===== src/ec_ctrl_pkg.sv =====
// Purpose: shared constants and types of the echo canceller state/config block
// Assumes: 250 MHz system clock, 8 kHz audio frames
// Notes: offsets are byte addresses on the plain register port
package ec_ctrl_pkg;

  // Timing
  localparam int CLK_MHZ = 250;
  localparam int FRAME_US = 125;
  localparam int FRAME_CYCLES = FRAME_US * CLK_MHZ;
  localparam int SILENT_FRAMES = 2;

  // Frame latencies
  localparam int RX_DELAY = 2;
  localparam int TX_DELAY = 3;
  localparam int BYP_DELAY = 2;

  // Register offsets
  localparam logic [7:0] OFS_CTRL1_A = 8'h00;
  localparam logic [7:0] OFS_CTRL2_A = 8'h04;
  localparam logic [7:0] OFS_CTRL1_B = 8'h08;
  localparam logic [7:0] OFS_CTRL2_B = 8'h0c;
  localparam logic [7:0] OFS_STATUS = 8'h10;

  // First control register fields
  localparam int C1_BYPASS = 0;
  localparam int C1_FREEZE = 1;
  localparam int C1_DUAL = 2;
  localparam int C1_CASC = 3;

  // Second control register fields
  localparam int C2_SQUIET = 0;
  localparam int C2_RQUIET = 1;
  localparam int C2_TGOFF = 2;
  localparam int C2_DCOFF = 3;

  localparam logic [3:0] CTRL_RESET = 4'h0;

  // Quiet (positive zero) codes
  localparam logic [15:0] QUIET_LIN = 16'h0000;
  localparam logic [15:0] QUIET_SM = 16'h0080;
  localparam logic [15:0] QUIET_MU = 16'h00ff;
  localparam logic [15:0] QUIET_AL = 16'h00d5;

  typedef enum logic [1:0] {
    FMT_LIN = 2'h0,
    FMT_SM = 2'h1,
    FMT_MU = 2'h2,
    FMT_AL = 2'h3
  } pcm_fmt_e;

  typedef enum logic [3:0] {
    ST_MUTE = 4'h1,
    ST_BYPASS = 4'h2,
    ST_FROZEN = 4'h4,
    ST_ADAPT = 4'h8
  } ec_state_e;

  typedef enum logic [2:0] {
    TOP_PAR = 3'h1,
    TOP_B2B = 3'h2,
    TOP_CASC = 3'h4
  } topo_e;

  typedef enum logic [2:0] {
    PW_SLEEP = 3'h1,
    PW_INIT = 3'h2,
    PW_RUN = 3'h4
  } pwr_e;

endpackage


===== src/echo_canceller_state_config.sv =====
// Purpose: state, topology, framing and power control of a dual echo canceller
// Assumes: PCM words, core results and core flags arrive on the system clock
// Notes:
//
// The strobed register port and the placing of the registers were chosen for this implementation.
`timescale 1ns/1ns
module echo_canceller_state_config #(
  parameter int FRAME_CYC = ec_ctrl_pkg::FRAME_CYCLES,
  parameter int SILENT_CYC = ec_ctrl_pkg::FRAME_CYCLES * ec_ctrl_pkg::SILENT_FRAMES,
  parameter int CNT_W = 17
) (
  input wire logic clock,
  input wire logic reset,
  input wire logic [7:0] regAddr,
  input wire logic [31:0] regWdata,
  input wire logic regWrite,
  input wire logic regRead,
  output logic [31:0] regRdata,
  input wire logic sleepN,
  input wire logic topologySel0,
  input wire logic topologySel1,
  input wire logic stateSelA0,
  input wire logic stateSelA1,
  input wire logic stateSelB0,
  input wire logic stateSelB1,
  input wire logic [1:0] pcmFormat,
  input wire logic framePulseIn,
  input wire logic bitClk,
  input wire logic strobeALine,
  input wire logic [1:0] toneDet,
  input wire logic [1:0] narrowBand,
  input wire logic [1:0][15:0] receiveIn,
  input wire logic [1:0][15:0] sendIn,
  input wire logic [1:0][15:0] cancelled,
  input wire logic [15:0] auxIn,
  output logic [1:0][15:0] receiveOut,
  output logic [1:0][15:0] sendOut,
  output logic receiveOe,
  output logic sendOe,
  output logic [15:0] auxOut,
  input wire logic microTxData,
  input wire logic microTxEn,
  output logic microSerialOut,
  output logic microSerialOe,
  output logic framePulseOut,
  output logic toneFlagA,
  output logic toneFlagB,
  output logic [1:0] adaptEn,
  output logic [1:0] cancelEn,
  output logic [1:0] coeffClear,
  output logic toneGuardEn,
  output logic dcRemovalEn,
  output logic [2:0] topology,
  output logic tdmMode,
  output logic frameTick
);

  if (FRAME_CYC < 2 || SILENT_CYC < 2 || FRAME_CYC >= 2 ** CNT_W || SILENT_CYC >= 2 ** CNT_W) begin : g_bad
    $error("Frame or silence count does not fit the counter");
  end

  // Pin synchroniser
  logic [11:0] pinRaw;
  logic [11:0] meta_q;
  logic [11:0] sync_q;
  logic sleepS;
  logic [1:0] topoS;
  logic [1:0] selAS;
  logic [1:0] selBS;
  logic [1:0] fmtS;
  logic fpS;
  logic bclkS;
  logic stbS;

  assign pinRaw = {sleepN, topologySel0, topologySel1, stateSelA1, stateSelA0,
                   stateSelB1, stateSelB0, pcmFormat, framePulseIn, bitClk, strobeALine};

  always_ff @(posedge clock) begin
    if (reset) begin
      meta_q <= '0;
      sync_q <= '0;
    end else begin
      meta_q <= pinRaw;
      sync_q <= meta_q;
    end
  end

  assign {sleepS, topoS, selAS, selBS, fmtS, fpS, bclkS, stbS} = sync_q;

  // Power and init sequencing
  ec_ctrl_pkg::pwr_e pwr_q;
  logic [CNT_W-1:0] initCnt_q;
  logic run;
  logic asleep;

  assign run = (pwr_q == ec_ctrl_pkg::PW_RUN);
  assign asleep = (pwr_q == ec_ctrl_pkg::PW_SLEEP);

  always_ff @(posedge clock) begin
    if (reset) begin
      pwr_q <= ec_ctrl_pkg::PW_SLEEP;
      initCnt_q <= '0;
    end else begin
      case (pwr_q)
        ec_ctrl_pkg::PW_SLEEP: begin
          initCnt_q <= '0;
          if (sleepS) begin
            pwr_q <= ec_ctrl_pkg::PW_INIT;
          end
        end
        ec_ctrl_pkg::PW_INIT: begin
          if (!sleepS) begin
            pwr_q <= ec_ctrl_pkg::PW_SLEEP;
          end else if (initCnt_q == CNT_W'(FRAME_CYC - 1)) begin
            pwr_q <= ec_ctrl_pkg::PW_RUN;
          end else begin
            initCnt_q <= initCnt_q + 1'b1;
          end
        end
        ec_ctrl_pkg::PW_RUN: begin
          if (!sleepS) begin
            pwr_q <= ec_ctrl_pkg::PW_SLEEP;
          end
        end
        default: begin
          pwr_q <= ec_ctrl_pkg::PW_SLEEP;
        end
      endcase
    end
  end

  // Frame boundary and bus style detection
  logic bclkPrev_q;
  logic fpLast_q;
  logic stbPrev_q;
  logic tdm_q;
  logic [CNT_W-1:0] silentCnt_q;
  logic bclkRise;
  logic fpTick;
  logic stbTick;
  logic tick;

  assign bclkRise = bclkS & ~bclkPrev_q;
  assign fpTick = bclkRise & fpS & ~fpLast_q;
  assign stbTick = stbS & ~stbPrev_q;
  assign tick = run & (tdm_q ? fpTick : stbTick);

  always_ff @(posedge clock) begin
    if (reset) begin
      bclkPrev_q <= 1'b0;
      fpLast_q <= 1'b0;
      stbPrev_q <= 1'b0;
    end else if (!asleep) begin
      bclkPrev_q <= bclkS;
      stbPrev_q <= stbS;
      if (bclkRise) begin
        fpLast_q <= fpS;
      end
    end
  end

  always_ff @(posedge clock) begin
    if (reset) begin
      tdm_q <= 1'b0;
      silentCnt_q <= '0;
    end else if (!asleep) begin
      if (fpS) begin
        tdm_q <= 1'b1;
        silentCnt_q <= '0;
      end else if (silentCnt_q == CNT_W'(SILENT_CYC - 1)) begin
        tdm_q <= 1'b0;
      end else begin
        silentCnt_q <= silentCnt_q + 1'b1;
      end
    end
  end

  // Control registers, index 0 is canceller A
  logic [1:0][3:0] ctrl1_q;
  logic [1:0][3:0] ctrl2_q;

  always_ff @(posedge clock) begin
    if (reset || !run) begin
      ctrl1_q <= {2{ec_ctrl_pkg::CTRL_RESET}};
      ctrl2_q <= {2{ec_ctrl_pkg::CTRL_RESET}};
    end else if (regWrite) begin
      if (regAddr == ec_ctrl_pkg::OFS_CTRL1_A) begin
        ctrl1_q[0] <= regWdata[3:0];
      end else if (regAddr == ec_ctrl_pkg::OFS_CTRL2_A) begin
        ctrl2_q[0] <= regWdata[3:0];
      end else if (regAddr == ec_ctrl_pkg::OFS_CTRL1_B) begin
        ctrl1_q[1] <= regWdata[3:0];
      end else if (regAddr == ec_ctrl_pkg::OFS_CTRL2_B) begin
        ctrl2_q[1] <= regWdata[3:0];
      end
    end
  end

  // Next configuration from straps or registers
  logic ctrlMode;
  ec_ctrl_pkg::topo_e topoD;
  ec_ctrl_pkg::ec_state_e [1:0] stD;
  logic [1:0] rxQuietD;
  logic [1:0] txQuietD;
  logic guardD;
  logic dcD;
  logic [1:0] muteD;

  function automatic ec_ctrl_pkg::ec_state_e pinState(input logic [1:0] sel);
    ec_ctrl_pkg::ec_state_e s;
    case (sel)
      2'h0: s = ec_ctrl_pkg::ST_MUTE;
      2'h1: s = ec_ctrl_pkg::ST_BYPASS;
      2'h2: s = ec_ctrl_pkg::ST_FROZEN;
      default: s = ec_ctrl_pkg::ST_ADAPT;
    endcase
    return s;
  endfunction

  function automatic ec_ctrl_pkg::ec_state_e regState(input logic [3:0] c1, input logic [3:0] c2);
    ec_ctrl_pkg::ec_state_e s;
    if (c1[ec_ctrl_pkg::C1_BYPASS]) begin
      s = ec_ctrl_pkg::ST_BYPASS;
    end else if (c2[ec_ctrl_pkg::C2_SQUIET] || c2[ec_ctrl_pkg::C2_RQUIET]) begin
      s = ec_ctrl_pkg::ST_MUTE;
    end else if (c1[ec_ctrl_pkg::C1_FREEZE]) begin
      s = ec_ctrl_pkg::ST_FROZEN;
    end else begin
      s = ec_ctrl_pkg::ST_ADAPT;
    end
    return s;
  endfunction

  assign ctrlMode = (topoS == 2'h0);

  always_comb begin
    if (!ctrlMode) begin
      case (topoS)
        2'h1: topoD = ec_ctrl_pkg::TOP_CASC;
        2'h2: topoD = ec_ctrl_pkg::TOP_B2B;
        default: topoD = ec_ctrl_pkg::TOP_PAR;
      endcase
      stD[0] = pinState(selAS);
      stD[1] = pinState(selBS);
      guardD = 1'b1;
      dcD = 1'b1;
    end else begin
      // Both topology bits set is illegal; falls back to parallel
      if (ctrl1_q[0][ec_ctrl_pkg::C1_DUAL] && !ctrl1_q[0][ec_ctrl_pkg::C1_CASC]) begin
        topoD = ec_ctrl_pkg::TOP_B2B;
      end else if (ctrl1_q[0][ec_ctrl_pkg::C1_CASC] && !ctrl1_q[0][ec_ctrl_pkg::C1_DUAL]) begin
        topoD = ec_ctrl_pkg::TOP_CASC;
      end else begin
        topoD = ec_ctrl_pkg::TOP_PAR;
      end
      stD[0] = regState(ctrl1_q[0], ctrl2_q[0]);
      stD[1] = regState(ctrl1_q[1], ctrl2_q[1]);
      guardD = !ctrl2_q[0][ec_ctrl_pkg::C2_TGOFF];
      dcD = !ctrl2_q[0][ec_ctrl_pkg::C2_DCOFF];
    end
    muteD[0] = (stD[0] == ec_ctrl_pkg::ST_MUTE);
    muteD[1] = (stD[1] == ec_ctrl_pkg::ST_MUTE);
    rxQuietD = 2'h0;
    txQuietD = 2'h0;
    case (topoD)
      ec_ctrl_pkg::TOP_B2B: begin
        rxQuietD[0] = muteD[0];
        txQuietD[0] = muteD[1];
      end
      ec_ctrl_pkg::TOP_CASC: begin
        rxQuietD[0] = muteD[0];
      end
      default: begin
        rxQuietD = muteD;
      end
    endcase
  end

  // Settings taken only at a frame boundary
  ec_ctrl_pkg::topo_e topo_q;
  ec_ctrl_pkg::ec_state_e [1:0] st_q;
  logic [1:0] rxQuiet_q;
  logic [1:0] txQuiet_q;
  logic guard_q;
  logic dc_q;
  logic [1:0] clr_q;
  ec_ctrl_pkg::pcm_fmt_e fmt_q;

  always_ff @(posedge clock) begin
    if (reset || !run) begin
      topo_q <= ec_ctrl_pkg::TOP_PAR;
      st_q <= {2{ec_ctrl_pkg::ST_ADAPT}};
      rxQuiet_q <= 2'h0;
      txQuiet_q <= 2'h0;
      guard_q <= 1'b1;
      dc_q <= 1'b1;
      clr_q <= 2'h0;
      fmt_q <= ec_ctrl_pkg::FMT_LIN;
    end else begin
      clr_q <= 2'h0;
      if (tick) begin
        topo_q <= topoD;
        st_q <= stD;
        rxQuiet_q <= rxQuietD;
        txQuiet_q <= txQuietD;
        guard_q <= guardD;
        dc_q <= dcD;
        fmt_q <= ec_ctrl_pkg::pcm_fmt_e'(fmtS);
        for (int c = 0; c < 2; c++) begin
          clr_q[c] <= (stD[c] == ec_ctrl_pkg::ST_BYPASS) && (st_q[c] != ec_ctrl_pkg::ST_BYPASS);
        end
      end
    end
  end

  // Core control outputs
  always_ff @(posedge clock) begin
    if (reset) begin
      adaptEn <= 2'h0;
      cancelEn <= 2'h0;
    end else begin
      for (int c = 0; c < 2; c++) begin
        // Mute, bypass and frozen never adapt; guard hit pauses it
        adaptEn[c] <= run && (st_q[c] == ec_ctrl_pkg::ST_ADAPT)
                      && !(guard_q && narrowBand[c]);
        cancelEn[c] <= run && ((st_q[c] == ec_ctrl_pkg::ST_ADAPT)
                      || (st_q[c] == ec_ctrl_pkg::ST_FROZEN));
      end
    end
  end

  assign coeffClear = clr_q;
  assign toneGuardEn = guard_q;
  assign dcRemovalEn = dc_q;
  assign topology = topo_q;
  assign tdmMode = tdm_q;
  assign frameTick = tick;

  // Quiet code of the active format
  logic [15:0] quiet;

  always_comb begin
    case (fmt_q)
      ec_ctrl_pkg::FMT_SM: quiet = ec_ctrl_pkg::QUIET_SM;
      ec_ctrl_pkg::FMT_MU: quiet = ec_ctrl_pkg::QUIET_MU;
      ec_ctrl_pkg::FMT_AL: quiet = ec_ctrl_pkg::QUIET_AL;
      default: quiet = ec_ctrl_pkg::QUIET_LIN;
    endcase
  end

  // Frame-aligned sample paths, one per canceller
  logic [15:0] rxPipe_q [2][ec_ctrl_pkg::RX_DELAY-1];
  logic [15:0] txPipe_q [2][ec_ctrl_pkg::TX_DELAY-1];
  logic [15:0] byPipe_q [2][ec_ctrl_pkg::BYP_DELAY-1];

  for (genvar c = 0; c < 2; c++) begin : g_path
    logic byp;
    assign byp = (st_q[c] == ec_ctrl_pkg::ST_BYPASS);

    always_ff @(posedge clock) begin
      if (reset) begin
        for (int i = 0; i < ec_ctrl_pkg::RX_DELAY - 1; i++) begin
          rxPipe_q[c][i] <= '0;
        end
        for (int i = 0; i < ec_ctrl_pkg::TX_DELAY - 1; i++) begin
          txPipe_q[c][i] <= '0;
        end
        for (int i = 0; i < ec_ctrl_pkg::BYP_DELAY - 1; i++) begin
          byPipe_q[c][i] <= '0;
        end
        receiveOut[c] <= '0;
        sendOut[c] <= '0;
      end else if (tick) begin
        rxPipe_q[c][0] <= receiveIn[c];
        for (int i = 1; i < ec_ctrl_pkg::RX_DELAY - 1; i++) begin
          rxPipe_q[c][i] <= rxPipe_q[c][i-1];
        end
        txPipe_q[c][0] <= cancelled[c];
        for (int i = 1; i < ec_ctrl_pkg::TX_DELAY - 1; i++) begin
          txPipe_q[c][i] <= txPipe_q[c][i-1];
        end
        byPipe_q[c][0] <= sendIn[c];
        for (int i = 1; i < ec_ctrl_pkg::BYP_DELAY - 1; i++) begin
          byPipe_q[c][i] <= byPipe_q[c][i-1];
        end
        if (rxQuiet_q[c]) begin
          receiveOut[c] <= quiet;
        end else begin
          receiveOut[c] <= rxPipe_q[c][ec_ctrl_pkg::RX_DELAY-2];
        end
        if (txQuiet_q[c]) begin
          sendOut[c] <= quiet;
        end else if (byp) begin
          sendOut[c] <= byPipe_q[c][ec_ctrl_pkg::BYP_DELAY-2];
        end else begin
          sendOut[c] <= txPipe_q[c][ec_ctrl_pkg::TX_DELAY-2];
        end
      end
    end
  end

  // Auxiliary channels, TDM style only
  always_ff @(posedge clock) begin
    if (reset) begin
      auxOut <= '0;
    end else if (tick) begin
      auxOut <= tdm_q ? auxIn : '0;
    end
  end

  // Sleep behaviour of the pins
  assign receiveOe = !asleep;
  assign sendOe = !asleep;
  assign microSerialOe = !asleep && microTxEn;

  always_ff @(posedge clock) begin
    if (reset) begin
      microSerialOut <= 1'b0;
      framePulseOut <= 1'b1;
      toneFlagA <= 1'b1;
      toneFlagB <= 1'b1;
    end else if (asleep) begin
      framePulseOut <= 1'b1;
      toneFlagA <= 1'b1;
      toneFlagB <= 1'b1;
    end else begin
      microSerialOut <= microTxData;
      framePulseOut <= !tick;
      toneFlagA <= !toneDet[0];
      toneFlagB <= !toneDet[1];
    end
  end

  // Register read port, data one cycle after the strobe
  always_ff @(posedge clock) begin
    if (reset) begin
      regRdata <= '0;
    end else if (!regRead) begin
      regRdata <= '0;
    end else if (regAddr == ec_ctrl_pkg::OFS_CTRL1_A) begin
      regRdata <= {28'h0000000, ctrl1_q[0]};
    end else if (regAddr == ec_ctrl_pkg::OFS_CTRL2_A) begin
      regRdata <= {28'h0000000, ctrl2_q[0]};
    end else if (regAddr == ec_ctrl_pkg::OFS_CTRL1_B) begin
      regRdata <= {28'h0000000, ctrl1_q[1]};
    end else if (regAddr == ec_ctrl_pkg::OFS_CTRL2_B) begin
      regRdata <= {28'h0000000, ctrl2_q[1]};
    end else if (regAddr == ec_ctrl_pkg::OFS_STATUS) begin
      regRdata <= {12'h000, toneDet, narrowBand, ctrlMode, pwr_q, tdm_q,
                   topo_q, st_q[1], st_q[0]};
    end else begin
      regRdata <= '0;
    end
  end

endmodule // echo_canceller_state_config


===== config.mk =====
export PLATFORM = sky130hd
export DESIGN_NAME = echo_canceller_state_config
export DESIGN_NICKNAME = d
export VERILOG_FILES = /design/src/ec_ctrl_pkg.sv /design/src/echo_canceller_state_config.sv
export SDC_FILE = /design/constraint.sdc
export NUM_CORES = 1
export LEC_CHECK = 0
export BUFFER_PORTS_ARGS = -buffer_cell sky130_fd_sc_hd__buf_2
export CORE_MARGIN = 2
export CORE_UTILIZATION = 35
export CTS_CLUSTER_DIAMETER = 120
export DETAILED_ROUTE_END_ITERATION = 10
export GPL_ROUTABILITY_DRIVEN = 0
export PLACE_DENSITY_LB_ADDON = 0.3
export SYNTH_ARGS = -nofsm -noshare
export SYNTH_HDL_FRONTEND = slang
export SYNTH_SLANG_ARGS = --single-unit

===== constraint.sdc =====
create_clock -name clock -period 8.2 [get_ports clock]
set_clock_uncertainty 0.05 [all_clocks]
set_input_delay 2.05 -clock clock [delete_from_list [all_inputs] [get_ports clock]]
set_output_delay 2.05 -clock clock [all_outputs]
set_load 0.02 [all_outputs]

# --- Word-level counts from Yosys, hierarchy flattened ---
# Memories as Yosys holds them, arrays and structs flattened.
# Cells that the tools add are included.
totals:
  latch_bits: 0
  mem_bits_rw: 128
  mem_count: 3
  rom_bits: 0
  out_inout_bits: 132
  ff_bits: 221
  elab_cells: 207
op_classes:
  n_shift: 0
  n_mul: 0
  bitwise: 23
  n_mux: 55
  add_sub_neg: 2
  order_cmp: 0
  eq_ne: 38
  reduce_logical: 50
  div_mod_pow: 0
mem_list:
  columns: ["name", "depth", "word_bits", "read_ports", "rd_clocked_by_memory_dff", "write_ports", "line", "rtl"]
  rows:
  - ["txPipe_q", 2, 32, 2, 0, 2, "echo_canceller_state_config.sv:353", "logic [15:0] txPipe_q [2][ec_ctrl_pkg::TX_DELAY-1];"]
  - ["byPipe_q", 2, 16, 2, 0, 2, "echo_canceller_state_config.sv:354", "logic [15:0] byPipe_q [2][ec_ctrl_pkg::BYP_DELAY-1];"]
  - ["rxPipe_q", 2, 16, 2, 0, 2, "echo_canceller_state_config.sv:352", "logic [15:0] rxPipe_q [2][ec_ctrl_pkg::RX_DELAY-1];"]
ops:
  columns: ["op", "count"]
  rows:
  - ["two-way mux 16 bit", 14]
  - ["two-way mux 17 bit", 4]
  - ["two-way mux 4 bit", 11]
  - ["adder 17 x 1 -> 17 bit, second input constant", 2]
  - ["one-hot mux 17 bit (2 select lines)", 1]
  - ["one-hot mux 4 bit (3 select lines)", 2]
  - ["one-hot mux 8 bit (3 select lines)", 1]
  - ["two-way mux 3 bit", 7]
  - ["== test 17 x 15 -> 1 bit, second input constant", 1]
  - ["== test 17 x 16 -> 1 bit, second input constant", 1]
  - ["== test 4 x 2 -> 1 bit, second input constant", 4]
  - ["== test 8 x 4 -> 1 bit, second input constant", 2]
  - ["logical AND 1 bit", 13]
  - ["two-way mux 1 bit", 12]
  - ["zero test 1 bit", 11]
  - ["== test 2 bit, second input constant", 5]
  - ["inequality test 2 bit, second input constant", 5]
  - ["NOT 1 bit", 10]
  - ["one-hot mux 3 bit (3 select lines)", 1]
  - ["AND reduction 3 bit", 3]
  - ["== test 2 x 1 -> 1 bit, second input constant", 4]
  - ["== test 4 x 1 -> 1 bit, second input constant", 2]
  - ["== test 4 x 3 -> 1 bit, second input constant", 2]
  - ["== test 4 bit, second input constant", 2]
  - ["21 further kinds", 48]

# --- Logic depth before layout (Yosys ltp) ---
# Gate-level depths: netlist of run 1.
depth:
  ltp_word: 10
  depth_mapped: 8

# --- Worst setup path after synthesis of run 1 ---
# Ideal clock, no wire load.
synth_path:
  path_type: "input -> register"
  startpoint: "input reset"
  endpoint: "memory byPipe_q[0][0] (netlist name), enable pin"
  arrival_ns: 4.884
  stages: 3
  setup_slack_ns: 2.786
  setup_ns: 0.480
  required_time_ns: 7.670
  path_cell_list: "a21oi_1 > clkbuf_1 > inv_1"
synth_rtl:
  columns: ["element", "line", "rtl"]
  rows:
  - ["start: declaration", "echo_canceller_state_config.sv:13", "input wire logic reset,"]
  - ["end: declaration", "echo_canceller_state_config.sv:354", null]

# --- Worst setup path after layout of run 1 ---
layout_path:
  startpoint: "register pwr_q[0]"
  endpoint: "output microSerialOe"
layout_via:
  elab_chain_len: 3
layout_lines:
  columns: ["element", "line", "rtl"]
  rows:
  - ["start: declaration", "echo_canceller_state_config.sv:91", "ec_ctrl_pkg::pwr_e pwr_q;"]
  - ["start signal: assignment", "echo_canceller_state_config.sv:101", "pwr_q <= ec_ctrl_pkg::PW_SLEEP;"]
  - ["start signal: assignment", "echo_canceller_state_config.sv:108", "pwr_q <= ec_ctrl_pkg::PW_INIT;"]
  - ["start signal: assignment", "echo_canceller_state_config.sv:113", "pwr_q <= ec_ctrl_pkg::PW_SLEEP;"]
  - ["== test 3 x 1 -> 1 bit", "echo_canceller_state_config.sv:97", "assign asleep = (pwr_q == ec_ctrl_pkg::PW_SLEEP);"]
  - ["zero test 1 bit", "echo_canceller_state_config.sv:414", "assign microSerialOe = !asleep && microTxEn;"]
  - ["logical AND 1 bit", "echo_canceller_state_config.sv:414", null]
  - ["end: declaration", "echo_canceller_state_config.sv:44", "output logic microSerialOe,"]
# No other way between the ends.

==> results of run 1 <==
-- registers in the layout, summed over array words and instances (netlist names), 12 cells and up --
| name | flops |
|---|---|
| txPipe_q | 64 |
| byPipe_q | 32 |
| receiveOut | 32 |
| rxPipe_q | 32 |
| sendOut | 32 |
| regRdata | 20 |
| initCnt_q | 17 |
| silentCnt_q | 17 |
| auxOut | 16 |
| meta_q | 12 |
| sync_q | 12 |
-- cells by family (layout without fill, tap and decap cells) --
| group | count (synthesis) | count (layout) | synth area share |
|---|---|---|---|
| compound gates | 214 | 214 | 0.114 |
| other cells | 1 | 15 | 0.000285 |
| buf+inv | 119 | 371 | 0.0402 |
| flops | 337 | 337 | 0.611 |
| simple gates | 399 | 399 | 0.180 |
| fa+ha+maj | 8 | 8 | 0.00762 |
| xor+xnor | 13 | 13 | 0.00867 |
| mux | 49 | 49 | 0.0374 |
-- cell usage after synthesis (all sizes together), types with 4 or more instances --
master / n
inv: 26
o22ai: 5
nor4b: 5
and4: 7
dfxtp: 209
buf: 33
o21ai: 45
nand3: 35
a21oi: 44
and2: 20
o31ai: 9
nor4: 11
nand2b: 9
nor2: 29
nand4b: 7
nand4: 9
o2bb2ai: 38
ha: 8
a211oi: 4
or3: 12
edfxtp: 128
xor2: 5
xnor2: 8
and3: 134
mux2i: 48
nand2: 50
nor3: 18
or4: 10
nor2b: 31
a22o: 43
clkbuf: 59
nand3b: 4
-- worst max-delay path, delay by kind of cell (launching register included) --
| kind | cells | cell delay [ns] |
|---|---|---|
| buf+inv | 2 | 0.78 |
| flops | 1 | 0.48 |
| simple gates | 2 | 1.27 |
-- metal layers --
layer  vias to the layer above  global-route usage
met2                       269               0.259
met4                         2              0.0599
met5                         -                   0
met3                        55              0.0443
li1                       4662                   -
met1                      4560               0.223
-- stage by stage --
step | cells | area [um^2]
3_3_place_gp | 1804 | 14800
4_1_cts | 1871 | 16100
5_1_grt | 1874 | 16100
2_1_floorplan | 1151 | 13200
6_report | 1874 | 16100
3_5_place_dp | 1804 | 14800
-- layout make-up --
| class | instances | share of cell area |
|---|---|---|
| multi-input combinational | 695 | 0.290 |
| clock buffer | 59 | 0.0762 |
| inverter | 27 | 0.00646 |
| antenna | 3 | 0.000467 |
| sequential | 337 | 0.499 |
| timing repair buffer | 277 | 0.0881 |
| clock inverter | 8 | 0.00272 |
| tap | 468 | 0.0364 |
-- where the power goes --
part,internal [mW],switching (mW)
clock network,1.03,0.659
logic,0.0439,0.0705
registers,1.77,0.0114
-- worst paths after layout --
kind | from | to | slack [ns] | depth (start not counted)
worst max-delay path | pwr_q[0] | microSerialOe | 3.03 | 4
worst min-delay path | meta_q[6] | sync_q[6] | 0.38 | 1
worst max register to register | tdmMode | rxPipe_q[1][9] | 4.62 | 7
worst min register to register | meta_q[6] | sync_q[6] | 0.38 | 1
==> metrics.md, run 1 <==
| Metric | Value |
|---|---|
| Average cell area after synthesis | `11.5 um^2` |
| Max Cap Viol | `0` |
| Power Total | `3.58 mW` |
| Final wirelength | `32900 um` |
| Post-synth cell types | `66` |
| Total core area | `36800 um^2` |
| Hold Crit Class | `flop to flop` |
| Pre-CTS setup slack | `3.42 ns` |
| Post-synthesis sequential area ratio | `0.611` |
| Crit path arrival time | `3.07 ns` |
| TritonCTS clock tree | `built` |
| Async SR Flop Fraction | `0` |
| Vias per cell | `5.09` |
| Crit Path Max Fanout | `21` |
| Post-cts sizing count | `0` |
| Slew of the pin with the lowest slew margin | `1.22 ns` |
| Routed met1 length | `14900 um` |
| Tcrit/Tclk final | `0.630` |
| P&R area growth vs syn | `22.4%` |
| CTS H-Tree Depth | `2` |
| Initial core utilization | `0.357` |
| Worst-path clk slew | `0.06 ns` |
| Max clock buf depth | `3` |
| Seq cells post-synth | `337` |
| DR top layer | `met5` |
| Setup bufs post-CTS | `0` |
| Die H | `198 um` |
| Final HPWL DP | `22000 um` |
| Top achievable clock speed | `0.193 GHz` |
| Drt pass-1 iters | `5` |
| CP Class | `flop to output pin` |
| Synth warn | `0` |
| Commonest non-fill, non-tap cell in the layout | `buf_2` |
| FF/Latch Area | `8030 um^2` |
| Detail Route Antenna Nets | `0` |
| Die W | `198 um` |
| GRT Resource Usage Total | `0.166` |
| Clock sinks | `337` |
| Top Ports | `306` |
| Metal3 WL | `2180 um` |
| Post-Synthesis Cells | `1140` |
| Ranking of synthesized cells by area | `dfxtp_1 (32%), edfxtp_1 (29%), and3_1 (6.4%)` |
| Fin util | `0.437` |
| Worst-Skew Late Latency | `0.54 ns` |
| Starting DRT DRC Count | `441` |
| DRC viols | `0` |
| Pwr dens | `223 nW/um^2` |
| CP Capture Type | `output pin` |
| Area of the multi-input gates | `4670 um^2` |
| Hold Worst Slack | `0.383 ns` |
| Final Slew Violations | `0` |
| FP Rows | `70` |
| Antenna violations before repair | `5` |
| Share of layout cells above drive strength 1 | `0.253` |
| Tmin final | `5.17 ns` |
| Outcome | `complete, no violations` |
| Setup TNS | `0 ns` |
| Synth Cell Area | `13100 um^2` |
| Critical path cell sequence | `nor3b_1 > inv_1 > and2_1 > buf_2` |
| Leakage power | `6.60 nW` |
| CTS Buf Count | `38` |
| Worst path slowest cell | `nor3b_1` |
| Number of flops mapped to enable cells by yosys | `128` |
| Worst Path Required | `6.10 ns` |
| Setup Viol. Count Final | `0` |
| Final WS setup | `3.03 ns` |
| Critical path's largest stage delay | `0.94 ns` |
| Number of fill cells in the layout | `3525` |
| Worst vdd ir | `0.112 mV` |
| Startpoint Class | `flop` |
| Ys flop type | `dfxtp_1` |
| Synth top area share | `0.318` |
| Hold buffers post-CTS | `0` |
| Synth area leader | `dfxtp_1` |
| Worst slew margin | `0.179` |
| Largest net degree at the start of global routing | `102` |
| RSZ-0062 raised after global routing | `false` |
| Die Area | `39100 um^2` |
| First-pass GRT wire length | `51000 um` |
| Fin. Hold Viols | `0` |
| IO buf count | `265` |
| Vias in the first global route | `9251` |
| Clock Root Buffer | `clkbuf_16` |
| Most frequent cells in the layout | `buf_2 (265), dfxtp_1 (209), and3_1 (134)` |
| Nets | `1558` |
| Vias | `9548` |
| Wire per inst | `17.6 um` |
| Grt total ovfl | `0` |
| Wire length on met2 | `14900 um` |
Power figures use the tool's default switching activity.
==> inputs of run 2 (changes only) <==
- clock period: 8.2 -> 4.6 ns (I/O delays scaled with it)
==> metrics.md, run 2 (synthesis gave the netlist of run 1 again) <==
| Metric | Value |
|---|---|
| Worst vdd ir | `0.191 mV (was 0.112 mV)` |
| Detail Route Antenna Nets | `0 (unchanged)` |
| CTS Buf Count | `38 (unchanged)` |
| Largest net degree at the start of global routing | `123 (was 102)` |
| Hold Path Sink | `sync_q[3] (was sync_q[6])` |
| Most frequent cells in the layout | `buf_2 (265), dfxtp_1 (209), and3_1 (134) (unchanged)` |
| FP Rows | `70 (unchanged)` |
| Startpoint Class | `flop (unchanged)` |
| Die W | `198 um (unchanged)` |
| CP Capture Type | `output pin (unchanged)` |
| Commonest non-fill, non-tap cell in the layout | `buf_2 (unchanged)` |
| Die Area | `39100 um^2 (unchanged)` |
| Antenna violations before repair | `7 (was 5)` |
| Top Ports | `306 (unchanged)` |
| Tcrit/Tclk final | `0.786` |
| Max Cap Viol | `0 (unchanged)` |
| Final WS setup | `0.984 ns (was 3.03 ns)` |
| GRT Resource Usage Total | `0.166 (about the same)` |
| CTS H-Tree Depth | `2 (unchanged)` |
| Total core area | `36800 um^2 (unchanged)` |
| DRC viols | `0 (unchanged)` |
| Vias | `9541 (was 9548)` |
| Top achievable clock speed | `0.277 GHz` |
| HP Start | `meta_q[3] (was meta_q[6])` |
| Outcome | `complete, no violations (unchanged)` |
| Share of layout cells above drive strength 1 | `0.249 (was 0.253)` |
| Vias in the first global route | `8986 (was 9251)` |
| Tmin final | `3.62 ns` |
| Setup TNS | `0 ns (unchanged)` |
| Max clock buf depth | `3 (unchanged)` |
| Fin. Hold Viols | `0 (unchanged)` |
| IO buf count | `265 (unchanged)` |
| Worst-path clk slew | `0.06 ns (about the same)` |
| FF-to-FF End | `auxOut[9] (was rxPipe_q[1][9])` |
| Pwr dens | `389 nW/um^2 (was 223 nW/um^2)` |
| Grt total ovfl | `0 (unchanged)` |
| Final Cell Area | `16100 um^2 (about the same)` |
| CP Class | `flop to output pin (unchanged)` |
| Nets | `1561 (was 1558)` |
| Die H | `198 um (unchanged)` |
| Worst Reg2Reg Path Length in Cells | `4 (was 7)` |
| Setup Viol. Count Final | `0 (unchanged)` |
| First-pass GRT wire length | `50500 um (was 51000 um)` |
| R2R Setup Slk | `1.58 ns (was 4.62 ns)` |
| Final wirelength | `33200 um (was 32900 um)` |
| Final Slew Violations | `0 (unchanged)` |
| Drt pass-1 iters | `5 (unchanged)` |
| Initial core utilization | `0.357 (unchanged)` |
| Crit Path Max Fanout | `10 (was 21)` |
| TritonCTS clock tree | `built (unchanged)` |
| Placed cell areas | `14900 um^2 (was 14800 um^2)` |
| Post-cts sizing count | `0 (unchanged)` |
| Worst slew margin | `0.167 (was 0.179)` |
| Worst Path Required | `3.40 ns (was 6.10 ns)` |
| Crit path arrival time | `2.42 ns (was 3.07 ns)` |
| Worst-Skew Late Latency | `0.54 ns (about the same)` |
| Hold buffers post-CTS | `0 (unchanged)` |
| Final HPWL DP | `22400 um (was 22000 um)` |
| RSZ-0062 raised after global routing | `false (unchanged)` |
| Leakage power | `6.58 nW (was 6.60 nW)` |
| Hold Worst Slack | `0.389 ns (was 0.383 ns)` |
| Top reg by flops | `txPipe_q (unchanged)` |
| Clock sinks | `337 (unchanged)` |
| Hold Crit Class | `flop to flop (unchanged)` |
| Clock Root Buffer | `clkbuf_16 (unchanged)` |
| Setup bufs post-CTS | `0 (unchanged)` |
| R2r startpoint | `pwr_q[2] (was tdmMode)` |
| Slew of the pin with the lowest slew margin | `1.24 ns (was 1.22 ns)` |
| Vias per cell | `5.07 (was 5.09)` |
| P&R area growth vs syn | `22.2% (was 22.4%)` |
| Pre-CTS setup slack | `1.52 ns (was 3.42 ns)` |
| Max reg flops | `64 (unchanged)` |
| Wire per inst | `17.7 um (was 17.6 um)` |
| Starting DRT DRC Count | `392 (was 441)` |
| WHS Path Cells | `1 (unchanged)` |
run 2: worst max-delay path, stage by stage (launching register included):
cell and delay, ns:
dfxtp_1 0.48, nor3b_2 0.71, nand2_1 0.23, inv_1 0.23, buf_2 0.23
run 2: routing by layer:
metal / share of wire / routed length, um / vias up / GRT usage
li1: - / - / 4679 / -
met1: 0.46 / 15100 / 4540 / 0.221
met2: 0.45 / 15000 / 272 / 0.259
met3: 0.068 / 2250 / 50 / 0.0462
met4: 0.025 / 816 / 0 / 0.0579
met5: 0 / 0 / - / 0
run 2: cell type report:
cell class | count | area, um^2
diodes | 5 | 12.5
fillers | 3494 | 20700
clock buffers | 59 | 1120
repair buffers | 280 | 1480
well taps | 468 | 586
flip-flops and latches | 337 | 8030
inverters | 27 | 104
multi-input cells | 695 | 4670
clock inverters | 10 | 52.6
run 2: worst max-delay path by stage:
stage                         from        endpoint  slack, ns  cells after the start
after floorplan              reset  byPipe_q[0][0]       0.09                      3
final                     pwr_q[2]       frameTick       0.98                      4
after CTS                  tdmMode       frameTick       0.93                      6
after detailed placement   tdmMode       frameTick       1.52                      6
after global routing      pwr_q[2]       frameTick       0.67                      4
after global placement    pwr_q[2]       frameTick       1.57                      4
run 2: power breakdown:
part / internal, mW / switching [mW] / total (mW)
clock: 1.68 / 1.18 / 2.86
sequential: 3.16 / 0.0215 / 3.18
combinational: 0.0800 / 0.127 / 0.207
run 2: stage by stage:
step	util	cells	total power [mW]
3_5_place_dp	0.404	1807	3.46
6_report	0.436	1881	6.25
5_1_grt	0.436	1880	6.49
2_1_floorplan	-	1151	3.36
4_1_cts	0.436	1876	6.36
3_3_place_gp	0.404	1807	3.45
==> inputs of run 3 (changes only) <==
- ABC_AREA: default -> 1
- clock period: 4.6 -> 3.58 ns (I/O delays scaled with it)
==> metrics.md, run 3 <==
| Metric | Value |
|---|---|
| Vias in the first global route | `10600 (was 8986)` |
| Most frequent cell after synthesis | `nand2_1 (was dfxtp_1)` |
| Most frequent cells in the layout | `nand2_1 (350), nor2_1 (307), buf_2 (265) (was buf_2 (265), dfxtp_1 (209), and3_1 (134))` |
| Async SR Flop Fraction | `0 (unchanged)` |
| Number of fill cells in the layout | `3928 (was 3494)` |
| Die W | `203 um (was 198 um)` |
| Starting DRT DRC Count | `578 (was 392)` |
| Final wirelength | `34100 um (was 33200 um)` |
| Largest net degree at the start of global routing | `129 (was 123)` |
| Drt pass-1 iters | `5 (unchanged)` |
| Pwr dens | `501 nW/um^2 (was 389 nW/um^2)` |
| Worst slew margin | `0.358 (was 0.167)` |
| Ys flop type | `dfxtp_1 (unchanged)` |
| Commonest non-fill, non-tap cell in the layout | `nand2_1 (was buf_2)` |
| Synth Cell Area | `13800 um^2 (was 13100 um^2)` |
| Fin util | `0.435 (was 0.436)` |
| Worst Path Required | `2.63 ns (was 3.40 ns)` |
| CTS H-Tree Depth | `2 (unchanged)` |
| Nets | `2086 (was 1561)` |
| Final Cell Area | `16900 um^2 (was 16100 um^2)` |
| Top achievable clock speed | `0.312 GHz` |
| RSZ-0062 raised after global routing | `false (unchanged)` |
| TritonCTS clock tree | `built (unchanged)` |
| Hold buffers post-CTS | `0 (unchanged)` |
| GRT Resource Usage Total | `0.164 (was 0.166)` |
| CP Class | `flop to output pin (unchanged)` |
| Fin. Hold Viols | `0 (unchanged)` |
| Setup bufs post-CTS | `0 (unchanged)` |
| Max reg flops | `64 (unchanged)` |
| Seq cells post-synth | `337 (unchanged)` |
| Crit path arrival time | `2.26 ns (was 2.42 ns)` |
| Setup Viol. Count Final | `0 (unchanged)` |
| Worst vdd ir | `0.287 mV (was 0.191 mV)` |
| Top Ports | `306 (unchanged)` |
| First-pass GRT wire length | `54300 um (was 50500 um)` |
| Outcome | `complete, no violations (unchanged)` |
| Top reg by flops | `txPipe_q (unchanged)` |
| Placed cell areas | `15600 um^2 (was 14900 um^2)` |
| Average cell area after synthesis | `8.39 um^2 (was 11.5 um^2)` |
| P&R area growth vs syn | `22.0% (was 22.2%)` |
| Post-cts sizing count | `0 (unchanged)` |
| Post-Synthesis Cells | `1650 (was 1140)` |
| CP Capture Type | `output pin (unchanged)` |
| Worst-path clk slew | `0.06 ns (about the same)` |
| Post-synth cell types | `42 (was 66)` |
| Max clock buf depth | `3 (unchanged)` |
| CTS Buf Count | `39 (was 38)` |
| Die H | `203 um (was 198 um)` |
| Worst-Skew Late Latency | `0.55 ns (was 0.54 ns)` |
| DRC viols | `0 (unchanged)` |
| Commonest cells in the netlist | `nand2_1 (351), nor2_1 (307), inv_1 (235) (was dfxtp_1 (209), and3_1 (134), edfxtp_1 (128))` |
| Die Area | `41100 um^2 (was 39100 um^2)` |
| Grt total ovfl | `0 (unchanged)` |
| Pre-CTS setup slack | `0.600 ns (was 1.52 ns)` |
| Slew of the pin with the lowest slew margin | `0.963 ns (was 1.24 ns)` |
| Clock Root Buffer | `clkbuf_16 (unchanged)` |
| Final WS setup | `0.373 ns (was 0.984 ns)` |
| Initial core utilization | `0.356 (was 0.357)` |
| Share of layout cells above drive strength 1 | `0.183 (was 0.249)` |
| FP Rows | `72 (was 70)` |
| Clock sinks | `337 (unchanged)` |
| Tmin final | `3.21 ns` |
| Vias per cell | `4.52 (was 5.07)` |
| Number of flops mapped to enable cells by yosys | `128 (unchanged)` |
| Synth area leader | `dfxtp_1 (unchanged)` |
| WHS Path Cells | `2 (was 1)` |
| Leakage power | `7.88 nW (was 6.58 nW)` |
| Power Total | `8.46 mW (was 6.25 mW)` |
| IO buf count | `265 (unchanged)` |
| Placed Cells | `2381 (was 1807)` |
| Vias | `11100 (was 9541)` |
| Setup TNS | `0 ns (unchanged)` |
| Detail Route Antenna Nets | `0 (unchanged)` |
| Final cell count without fillers | `2453 (was 1881)` |
| Synth top area share | `0.302 (was 0.318)` |
| Final HPWL DP | `23600 um (was 22400 um)` |
| Total core area | `38800 um^2 (was 36800 um^2)` |
| Wire per inst | `13.9 um (was 17.7 um)` |
| Tcrit/Tclk final | `0.896` |
| Hold Worst Slack | `0.337 ns (was 0.389 ns)` |
| Max Cap Viol | `0 (unchanged)` |
| Final Slew Violations | `0 (unchanged)` |
| Crit Path Max Fanout | `17 (was 10)` |
| Synth warn | `0 (unchanged)` |
| Ranking of synthesized cells by area | `dfxtp_1 (30%), edfxtp_1 (28%), nand2_1 (9.5%) (was dfxtp_1 (32%), edfxtp_1 (29%), and3_1 (6.4%))` |
| Hold Crit Class | `flop to flop (unchanged)` |
| Worst Reg2Reg Path Length in Cells | `11 (was 4)` |
| Post-synthesis sequential area ratio | `0.580 (was 0.611)` |
| Startpoint Class | `flop (unchanged)` |
| Antenna violations before repair | `3 (was 7)` |
==> run 3: cell count changes after synthesis, moves of 23 or more <==
cell,previous run,this run
nor2_1,27,307
a21oi_1,44,79
nand2_1,50,351
a22o_1,43,0
o21ai_0,45,85
mux2i_1,48,16
clkbuf_1,59,12
inv_1,25,235
buf_2,14,37
nor2b_1,31,0
and3_1,134,0
nand3_1,34,91
o2bb2ai_1,38,0
==> run 3: cell families (layout without fill, tap and decap cells) <==
family	after synthesis	after routing	share of synthesized area
AOI/OAI and AO/OA	180	180	0.0681
xor gates and xnor gates	11	11	0.00696
adders and majority gates	8	8	0.00723
buffers and inverters	314	586	0.0965
DFF	337	337	0.580
muxes	16	16	0.0116
other	1	14	0.000271
and+or+nand+nor	783	783	0.229
==> run 3: final cells by class <==
class | count | area, um^2 | area share
Antenna cell | 2 | 5.00 | 0.000296
Clock buffer | 48 | 1040 | 0.0616
Clock inverter | 22 | 277 | 0.0164
Inverter | 240 | 902 | 0.0534
Multi-Input combinational cell | 1010 | 4540 | 0.269
Sequential cell | 337 | 8030 | 0.475
Tap cell | 518 | 648 | 0.0384
Timing Repair Buffer | 276 | 1450 | 0.0857
==> run 3: critical path: stages (launching register included) <==
cell and delay (ns):
dfxtp_1 0.33, buf_4 0.22, inv_2 0.08, nand3b_1 0.09, nand2_2 0.25, nand2_2 0.08, inv_1 0.39, buf_2 0.26
==> run 3: worst paths after layout <==
| path | endpoint | slack (ns) | start |
|---|---|---|---|
| hold / removal | sync_q[0] | 0.34 | meta_q[0] |
| setup / recovery | frameTick | 0.37 | tdmMode |
| setup reg to reg | receiveOut[1] | 1.11 | tdmMode |
| hold reg to reg | sync_q[0] | 0.34 | meta_q[0] |
==> run 3: metal layers <==
metal	track usage	vias up	routed length, um
met5	0	-	13
met4	0.0764	2	1360
met3	0.0350	71	1950
met2	0.261	314	15600
met1	0.215	5038	15200
li1	-	5670	-
==> run 3: power by group <==
group / switching, mW / internal, mW
Clock: 1.57 / 2.50
Combinational: 0.212 / 0.109
Sequential: 0.0220 / 4.04
Total: 1.80 / 6.65
